==> config.mk <==
export PLATFORM = sky130hd
export DESIGN_NAME = psq_sequencer
export DESIGN_NICKNAME = d
export VERILOG_FILES = /design/src/core/psq_pkg.sv /design/src/core/psq_sequencer.sv /design/src/core/psq_divider.sv
export SDC_FILE = /design/constraint.sdc
export NUM_CORES = 2
export LEC_CHECK = 0
export ABC_AREA = 1
export BUFFER_PORTS_ARGS = -buffer_cell sky130_fd_sc_hd__buf_2
export CAP_MARGIN = 5
export CORE_MARGIN = 8
export CORE_UTILIZATION = 60
export DETAILED_ROUTE_END_ITERATION = 8
export PLACE_DENSITY = 0.86
export REMOVE_ABC_BUFFERS = 1
export SETUP_SLACK_MARGIN = 0.3
export SYNTH_ARGS = -nofsm -noshare
export SYNTH_HDL_FRONTEND = slang
export SYNTH_HIERARCHICAL = 1
export SYNTH_SLANG_ARGS = --single-unit
==> constraint.sdc <==
create_clock -name SYS_CLK -period 29.4 [get_ports SYS_CLK]
set_input_delay 0 -clock SYS_CLK [delete_from_list [all_inputs] [get_ports SYS_CLK]]
set_output_delay 0 -clock SYS_CLK [all_outputs]
set_load 0.01 [all_outputs]
==> src/core/psq_pkg.sv <==
// Constants, codes and state encodings for the PLL setup sequencer.
// Assumes a single 100 MHz system clock domain; frequencies are in kHz.
package psq_pkg;

  // Argument limits
  localparam logic [31:0] IN_MIN_KHZ = 32'h0000_2710;
  localparam logic [31:0] IN_MAX_KHZ = 32'h0000_61a8;
  localparam logic [31:0] TGT_MIN_KHZ = 32'h0000_0001;
  localparam logic [31:0] TGT_MAX_KHZ = 32'h0000_c350;
  localparam logic [23:0] PLL_OUT_MAX_KHZ = 24'h00_c350;
  localparam logic [7:0] BUS_DIV_MAX = 8'hff;
  localparam logic [5:0] FB_MULT_MAX = 6'h20;

  // Post divider choice keeps the oscillator inside its band
  localparam logic [23:0] POST_TH1_KHZ = 24'h01_30b0;
  localparam logic [23:0] POST_TH2_KHZ = 24'h00_9858;
  localparam logic [23:0] POST_TH3_KHZ = 24'h00_4c2c;

  // Reset values of the clock controls
  localparam logic [4:0] FB_DIV_RESET = 5'h00;
  localparam logic [1:0] POST_DIV_RESET = 2'h0;
  localparam logic [7:0] BUS_DIV_RESET = 8'h01;

  // Cycles the lock indicator is ignored after new settings are loaded
  localparam logic [1:0] LOCK_SETTLE_CYCLES = 2'h3;

  localparam logic [31:0] MODE_MAX = 32'h0000_0003;

  typedef enum logic [1:0] {
    MATCH_EXACT = 2'h0,
    MATCH_AT_MOST = 2'h1,
    MATCH_AT_LEAST = 2'h2,
    MATCH_NEAREST = 2'h3
  } psq_mode_t;

  typedef enum logic [2:0] {
    RESULT_SUCCESS = 3'h0,
    RESULT_BAD_FREQUENCY = 3'h1,
    RESULT_BAD_MODE = 3'h2,
    RESULT_NO_SOLUTION = 3'h3,
    RESULT_LOCK_FAILED = 3'h4
  } psq_result_t;

  typedef enum logic [4:0] {
    ST_IDLE = 5'h01,
    ST_SEARCH = 5'h02,
    ST_DIVIDE = 5'h04,
    ST_LOCK = 5'h08,
    ST_SPARE = 5'h10
  } psq_state_t;

endpackage : psq_pkg

==> src/core/psq_sequencer.sv <==
// PLL setup sequencer: checks a request, searches multiplier and bus divider,
// loads the clock controls, polls for lock and answers with a result code.
// Assumes requests come from logic on SYS_CLK; PLL_LOCK is asynchronous.
`timescale 1ns/1ps
// What this block does
// - Request of four arguments, answer code plus clock
// - Result codes zero to four as listed
// - Mode decode; exact needs precise target
// - At-most mode never exceeds target
// - At-least mode never below target
// - Nearest mode picks closest either side
// - PLL output kept at most 50 MHz
// - Out-of-range frequencies: bad frequency, echo input
// - Unknown mode: bad mode, echo input
// - No combination: no solution, echo input
// - Bus divider capped at 255
// - Bypass PLL when division alone suffices
// - Load dividers, select PLL when needed
// - Poll limit zero waits forever, else counted
// - Success returns achieved clock in kHz
module psq_sequencer
  import psq_pkg::*;
(
  // Clock and reset
  input wire logic SYS_CLK,
  input wire logic RESET,
  // Request
  input wire logic REQ_VALID,
  input wire logic [31:0] REQ_IN_KHZ,
  input wire logic [31:0] REQ_TARGET_KHZ,
  input wire logic [31:0] REQ_MODE,
  input wire logic [31:0] REQ_POLL_LIMIT,
  output logic BUSY,
  // Answer
  output logic DONE,
  output psq_pkg::psq_result_t RESULT,
  output logic [31:0] CLOCK_KHZ,
  // PLL and clock controls
  input wire logic PLL_LOCK,
  output logic [4:0] PLL_FEEDBACK_DIV,
  output logic [1:0] PLL_POST_DIV,
  output logic [7:0] SYSTEM_BUS_CLOCK_DIVIDER,
  output logic MAIN_CLK_SEL_PLL
);
  import psq_pkg::*;

  typedef struct packed {
    psq_state_t st;
    logic [15:0] in_khz;
    logic [15:0] tgt;
    psq_mode_t mode;
    logic [31:0] limit;
    logic [5:0] m;
    logic [7:0] d;
    logic [5:0] bm;
    logic [7:0] bd;
    logic [23:0] berr;
    logic found;
    logic [31:0] polls;
    logic [1:0] settle;
    psq_result_t res;
    logic [31:0] clk;
    logic done;
    logic div_go;
    logic [4:0] fb;
    logic [1:0] pd;
    logic [7:0] bdiv;
    logic sel;
    logic [4:0] prev_fb;
    logic [1:0] prev_pd;
    logic [7:0] prev_bdiv;
    logic prev_sel;
    logic lock_s1;
    logic lock_s2;
  } psq_state_all_t;

  psq_state_all_t s;
  psq_state_all_t next_s;

  logic [23:0] prod_in;
  logic [23:0] prod_tgt;
  logic [23:0] err;
  logic elig;
  logic [39:0] floor_tgt;
  logic [23:0] div_dividend;
  logic div_done;
  logic [23:0] div_quot;

  // True when e1/d1 is strictly below e2/d2
  function automatic logic ratio_less(input logic [23:0] e1, input logic [7:0] d1,
                                      input logic [23:0] e2, input logic [7:0] d2);
    ratio_less = (32'(e1) * 32'(d2)) < (32'(e2) * 32'(d1));
  endfunction : ratio_less

  // Post divider code from the PLL output frequency
  function automatic logic [1:0] post_code(input logic [23:0] f);
    if (f >= POST_TH1_KHZ) begin
      post_code = 2'h0;
    end else if (f >= POST_TH2_KHZ) begin
      post_code = 2'h1;
    end else if (f >= POST_TH3_KHZ) begin
      post_code = 2'h2;
    end else begin
      post_code = 2'h3;
    end
  endfunction : post_code

  assign div_dividend = 24'(s.in_khz * s.bm);

  psq_divider #(
    .DW(24),
    .VW(8)
  ) u_div (
    .SYS_CLK(SYS_CLK),
    .RESET(RESET),
    .start(s.div_go),
    .dividend(div_dividend),
    .divisor(s.bd),
    .done(div_done),
    .quotient(div_quot)
  );

  always_comb begin
    next_s = s;
    next_s.done = 1'b0;
    next_s.div_go = 1'b0;
    next_s.lock_s1 = PLL_LOCK;
    next_s.lock_s2 = s.lock_s1;
    floor_tgt = 40'(REQ_TARGET_KHZ) * 40'(BUS_DIV_MAX);
    prod_in = 24'(s.in_khz * s.m);
    prod_tgt = 24'(s.tgt * s.d);
    // Candidate clock is prod_in / d; compare against target scaled by d
    case (s.mode)
      MATCH_EXACT: begin
        elig = (prod_in == prod_tgt);
        err = 24'h00_0000;
      end
      MATCH_AT_MOST: begin
        elig = (prod_in <= prod_tgt);
        err = prod_tgt - prod_in;
      end
      MATCH_AT_LEAST: begin
        elig = (prod_in >= prod_tgt);
        err = prod_in - prod_tgt;
      end
      default: begin
        elig = 1'b1;
        err = (prod_in >= prod_tgt) ? (prod_in - prod_tgt) : (prod_tgt - prod_in);
      end
    endcase
    case (s.st)
      ST_IDLE: begin
        if (REQ_VALID) begin
          next_s.in_khz = REQ_IN_KHZ[15:0];
          next_s.tgt = REQ_TARGET_KHZ[15:0];
          next_s.mode = psq_mode_t'(REQ_MODE[1:0]);
          next_s.limit = REQ_POLL_LIMIT;
          next_s.clk = REQ_IN_KHZ;
          if (REQ_IN_KHZ < IN_MIN_KHZ || REQ_IN_KHZ > IN_MAX_KHZ ||
              REQ_TARGET_KHZ < TGT_MIN_KHZ || REQ_TARGET_KHZ > TGT_MAX_KHZ) begin
            next_s.res = RESULT_BAD_FREQUENCY;
            next_s.done = 1'b1;
          end else if (40'(REQ_IN_KHZ) > floor_tgt) begin
            next_s.res = RESULT_BAD_FREQUENCY;
            next_s.done = 1'b1;
          end else if (REQ_MODE > MODE_MAX) begin
            next_s.res = RESULT_BAD_MODE;
            next_s.done = 1'b1;
          end else begin
            next_s.st = ST_SEARCH;
            next_s.m = 6'h01;
            next_s.d = 8'h01;
            next_s.found = 1'b0;
          end
        end
      end
      ST_SEARCH: begin
        if (prod_in > PLL_OUT_MAX_KHZ || s.m > FB_MULT_MAX) begin
          if (s.found) begin
            next_s.st = ST_DIVIDE;
            next_s.div_go = 1'b1;
          end else begin
            next_s.st = ST_IDLE;
            next_s.res = RESULT_NO_SOLUTION;
            next_s.clk = 32'(s.in_khz);
            next_s.done = 1'b1;
          end
        end else begin
          // Multiplier one is tried first, so ties keep the bypass setting
          if (elig && (!s.found || ratio_less(err, s.d, s.berr, s.bd))) begin
            next_s.found = 1'b1;
            next_s.bm = s.m;
            next_s.bd = s.d;
            next_s.berr = err;
          end
          if (s.d == BUS_DIV_MAX) begin
            next_s.d = 8'h01;
            next_s.m = s.m + 6'h01;
          end else begin
            next_s.d = s.d + 8'h01;
          end
        end
      end
      ST_DIVIDE: begin
        if (div_done) begin
          next_s.clk = 32'(div_quot);
          next_s.prev_fb = s.fb;
          next_s.prev_pd = s.pd;
          next_s.prev_bdiv = s.bdiv;
          next_s.prev_sel = s.sel;
          next_s.bdiv = s.bd;
          next_s.polls = 32'h0000_0000;
          next_s.settle = LOCK_SETTLE_CYCLES;
          if (s.bm == 6'h01) begin
            next_s.sel = 1'b0;
            next_s.st = ST_IDLE;
            next_s.res = RESULT_SUCCESS;
            next_s.done = 1'b1;
          end else begin
            next_s.fb = 5'(s.bm - 6'h01);
            next_s.pd = post_code(div_dividend);
            next_s.sel = 1'b1;
            next_s.st = ST_LOCK;
          end
        end
      end
      ST_LOCK: begin
        if (s.settle != 2'h0) begin
          next_s.settle = s.settle - 2'h1;
        end else if (s.lock_s2) begin
          next_s.st = ST_IDLE;
          next_s.res = RESULT_SUCCESS;
          next_s.done = 1'b1;
        end else if (s.limit != 32'h0000_0000 && s.polls == s.limit - 32'h0000_0001) begin
          next_s.fb = s.prev_fb;
          next_s.pd = s.prev_pd;
          next_s.bdiv = s.prev_bdiv;
          next_s.sel = s.prev_sel;
          next_s.clk = 32'(s.in_khz);
          next_s.res = RESULT_LOCK_FAILED;
          next_s.st = ST_IDLE;
          next_s.done = 1'b1;
        end else begin
          next_s.polls = s.polls + 32'h0000_0001;
        end
      end
      default: begin
        next_s.st = ST_IDLE;
      end
    endcase
  end

  always_ff @(posedge SYS_CLK or posedge RESET) begin
    if (RESET) begin
      s <= '0;
      s.st <= ST_IDLE;
      s.res <= RESULT_SUCCESS;
      s.mode <= MATCH_EXACT;
      s.fb <= FB_DIV_RESET;
      s.pd <= POST_DIV_RESET;
      s.bdiv <= BUS_DIV_RESET;
      s.prev_fb <= FB_DIV_RESET;
      s.prev_pd <= POST_DIV_RESET;
      s.prev_bdiv <= BUS_DIV_RESET;
    end else begin
      s <= next_s;
    end
  end

  assign BUSY = (s.st != ST_IDLE);
  assign DONE = s.done;
  assign RESULT = s.res;
  assign CLOCK_KHZ = s.clk;
  assign PLL_FEEDBACK_DIV = s.fb;
  assign PLL_POST_DIV = s.pd;
  assign SYSTEM_BUS_CLOCK_DIVIDER = s.bdiv;
  assign MAIN_CLK_SEL_PLL = s.sel;

endmodule : psq_sequencer

==> src/core/psq_divider.sv <==
// Sequential restoring divider, one quotient bit per clock.
// Assumes start is a one-cycle pulse from logic on the same clock.
`timescale 1ns/1ps
module psq_divider #(
  parameter int DW = 24,
  parameter int VW = 8
) (
  // Clock and reset
  input wire logic SYS_CLK,
  input wire logic RESET,
  // Operation
  input wire logic start,
  input wire logic [DW-1:0] dividend,
  input wire logic [VW-1:0] divisor,
  output logic done,
  output logic [DW-1:0] quotient
);

  typedef struct packed {
    logic busy;
    logic done;
    logic [DW-1:0] quo;
    logic [VW:0] rem;
    logic [VW-1:0] dvs;
    logic [5:0] cnt;
  } psq_div_state_t;

  psq_div_state_t s;
  psq_div_state_t next_s;
  logic [VW:0] trial;

  always_comb begin
    next_s = s;
    next_s.done = 1'b0;
    trial = {s.rem[VW-1:0], s.quo[DW-1]};
    if (start) begin
      next_s.busy = 1'b1;
      next_s.quo = dividend;
      next_s.rem = '0;
      next_s.dvs = divisor;
      next_s.cnt = 6'(DW);
    end else if (s.busy) begin
      // Shift in the next dividend bit and subtract when it fits
      next_s.quo = {s.quo[DW-2:0], 1'b0};
      next_s.rem = trial;
      if (trial >= {1'b0, s.dvs}) begin
        next_s.rem = trial - {1'b0, s.dvs};
        next_s.quo[0] = 1'b1;
      end
      next_s.cnt = s.cnt - 6'h01;
      if (s.cnt == 6'h01) begin
        next_s.busy = 1'b0;
        next_s.done = 1'b1;
      end
    end
  end

  always_ff @(posedge SYS_CLK or posedge RESET) begin
    if (RESET) begin
      s <= '0;
    end else begin
      s <= next_s;
    end
  end

  assign done = s.done;
  assign quotient = s.quo;

endmodule : psq_divider

==> metrics.txt <==
critical path start-end classification flop to flop; Clk Latency, worst-skew pair 0.58 ns; Critical Path End Type flop; delay contributed by the slowest stage of the critical path 0.80 ns; Num CTS Buffers 36; end point of the critical path s[129]; Synth top area share 24.8%; Slew Limit Fails 0; detail-routed via count per cell 5.66; share of the yosys chip area belonging to registers 13.9%; maximum clock path buffer count 3; aggregate global-route resource usage 32.8%; R2R cell count 70; Total Die Area 92,100 sq um; post-placement setup slack 14.31 ns; CP Data Arrival Time 15.87 ns; final setup TNS 0 ns; worst slew margin relative to its limit 19.8%; RePlAce Congestion 1.01; final hold violations 0; Synth Instances 6,917; status complete, no violations; most frequently used flop master after synthesis dfrtp_1; cell taking the most area after synthesis fa_1; clock sink total 276; slew at the pin closest to its max-slew limit 1.20 ns; wire length of the first global-routing pass 242,000 um; cell types occupying the most area after synthesis fa_1 (25%), nand2_1 (15%), dfrtp_1 (14%), inv_1 (11%), ha_1 (10%); clk slew on worst S/H paths 0.07 ns; nets@finish 8,113; number of design rule violations left after detail routing 0; Cell Count Post-Placement 7,903; layout cells sized above 1 5.39%; floorplan core area 82,000 sq um; number of top-level pins 185; final period utilization 52.5%; hold crit path type input pin to flop; share of flip-flops with an asynchronous set or reset 100%; number of distinct library cells after synthesis 69; fin cells 8,049; number of violations of the max-capacitance limit 0; synthesized flop and latch total 276; number of gates resized after cts 0; static leakage 30.1 nW; minimum clock period after layout 15.42 ns; vertical die dimension 303 um; maximum number of pins on one net before global-route repair 125; Final WS setup 13.98 ns; worst reg2reg setup slack 13.98 ns; count of flip-flops with a built-in enable after synthesis 0; Tot Pwr 4.75 mW; per-cell routed wire length 18.6 um; final setup vio count 0; final design area excluding fillers 52,600 sq um; Finished Core Util 64.1%; start point of the critical path s[147]; number of buffers inserted by hold repair at cts 79; R2R Path Start s[147]; Worst Path Required 29.85 ns; effective utilization at floorplan 60.5%; kind of start point of the critical path flop; worst-case clock skew 0.0290 ns; wire length reported by the detailed router 149,000 um; clk root buf clkbuf_16; maximum fanout count along the critical path 75; HPWL after detailed placement 119,000 um; number of nets still failing antenna checks after routing 0; number of setup buffers added after CTS 0; end of the worst register-to-register path s[129]; worst vdd rail ir drop 0.128 mV; top cells by instance count after synthesis nand2_1 (1,974), inv_1 (1,441), fa_1 (615), nor2_1 (487), ha_1 (416); Congestion Overflow GR 0; cell with the largest stage delay on the worst path dfrtp_1; total number of placement rows 105; Layout area overhead 6.04%; # H-tree levels 2; netlist area before placement 49,600 sq um; PD cells 90.3 nW/um^2; per-instance average area after synthesis 7.17 sq um; total iterations of the first detailed-routing run 9; antenna violations before repair 7; CTS tree done; number of synthesis warnings 6; DIE WIDTH 303 um; total via count in the routed design 45,500; RSZ-0062 raised after global routing false; standard cell area after detailed placement 50,600 sq um; Most common cell on crit path nand2_1; Fmax 64.8 MHz; DRT iter0 DRCs 4,292; leading cell type by number of instances after synthesis nand2_1; hold slack final 0.0329 ns; count of buffers from port buffering 184; number of global-route vias before repair 46,800
## logic make-up after synthesis
logic type,after synthesis,share of synthesized area (%)
AOI/OAI and AO/OA,671,8.07
and+or+nand+nor,2955,24.5
other,1,0.00756
adders and majority gates,1031,35.3
buffers and inverters,1758,14.1
xor gates and xnor gates,225,4.06
DFF,276,13.9
## per-layer routing
metal  vias to the layer above  GRT usage (%)  part of all wire, %  routed length (um)
met1                     21600           40.8                   38               57300
li1                      21100              -                    -                   -
met4                         6           16.6                  6.1                9140
met5                         -              0                0.023                  35
met2                      2318           54.5                   46               69200
met3                       528           5.95                  9.2               13700
## critical path: cells and delay by family, from the launching register on
| kind | cells | cell delay, ns |
|---|---|---|
| compound gates | 10 | 2.31 |
| xor+xnor | 1 | 0.18 |
| buf+inv | 15 | 2.24 |
| flops | 1 | 0.80 |
| simple gates | 32 | 4.22 |
| fa+ha+maj | 12 | 5.51 |
## layout make-up
cell class,count,area (sq um)
multi-input combinational,4884,35700
fill,7078,29400
sequential,276,6910
inverter,1461,5490
timing repair buffer,291,1920
tap,1070,1340
clock buffer,49,1050
clock inverter,14,159
antenna,4,10.0
## how the worst min path moves through the flow
stage / slack, ns / start / endpoint / depth (start not counted)
5_1_grt: 0.05 / REQ_TARGET_KHZ[4] / s[196] / 3
4_1_cts: 0.005 / REQ_TARGET_KHZ[14] / s[206] / 3
6_report: 0.03 / REQ_TARGET_KHZ[7] / s[199] / 3
2_1_floorplan: 0.03 / PLL_LOCK / next_s[0] / 0
3_5_place_dp: 0.16 / PLL_LOCK / next_s[0] / 1
3_3_place_gp: 0.16 / PLL_LOCK / next_s[0] / 1
## placed cells by master, fill, tap and decap left out, types with 38 or more instances in the layout
cell type | Yosys | layout
nor3_1 | 61 | 61
xnor2_1 | 79 | 79
o21ai_1 | 56 | 56
nand4_1 | 96 | 96
dlygate4sd3_1 | 0 | 79
o21ai_0 | 172 | 172
inv_1 | 1441 | 1439
nor2_1 | 487 | 484
nand3_1 | 221 | 221
a21oi_1 | 236 | 236
buf_2 | 17 | 184
clkbuf_16 | 0 | 38
fa_1 | 615 | 615
dfrtp_1 | 273 | 273
ha_1 | 416 | 416
xor2_1 | 143 | 143
nand2_1 | 1974 | 1974
## registers in the layout (all words and copies together) (netlist names), 2 cells and up
signal / count
PLL_FEEDBACK_DIV: 5
RESULT: 3
u_div/quotient: 24
s: 175
u_div/s: 23
PLL_POST_DIV: 2
SYSTEM_BUS_CLOCK_DIVIDER: 8
CLOCK_KHZ: 32
## where the power goes
part	leakage, nW	internal, mW	switching, mW	total, mW
clock network	0.590	0.271	0.194	0.464
logic	25.9	1.21	2.65	3.86
registers	3.63	0.392	0.0291	0.421
total	30.1	1.88	2.87	4.75
Power figures use the tool's default switching activity.
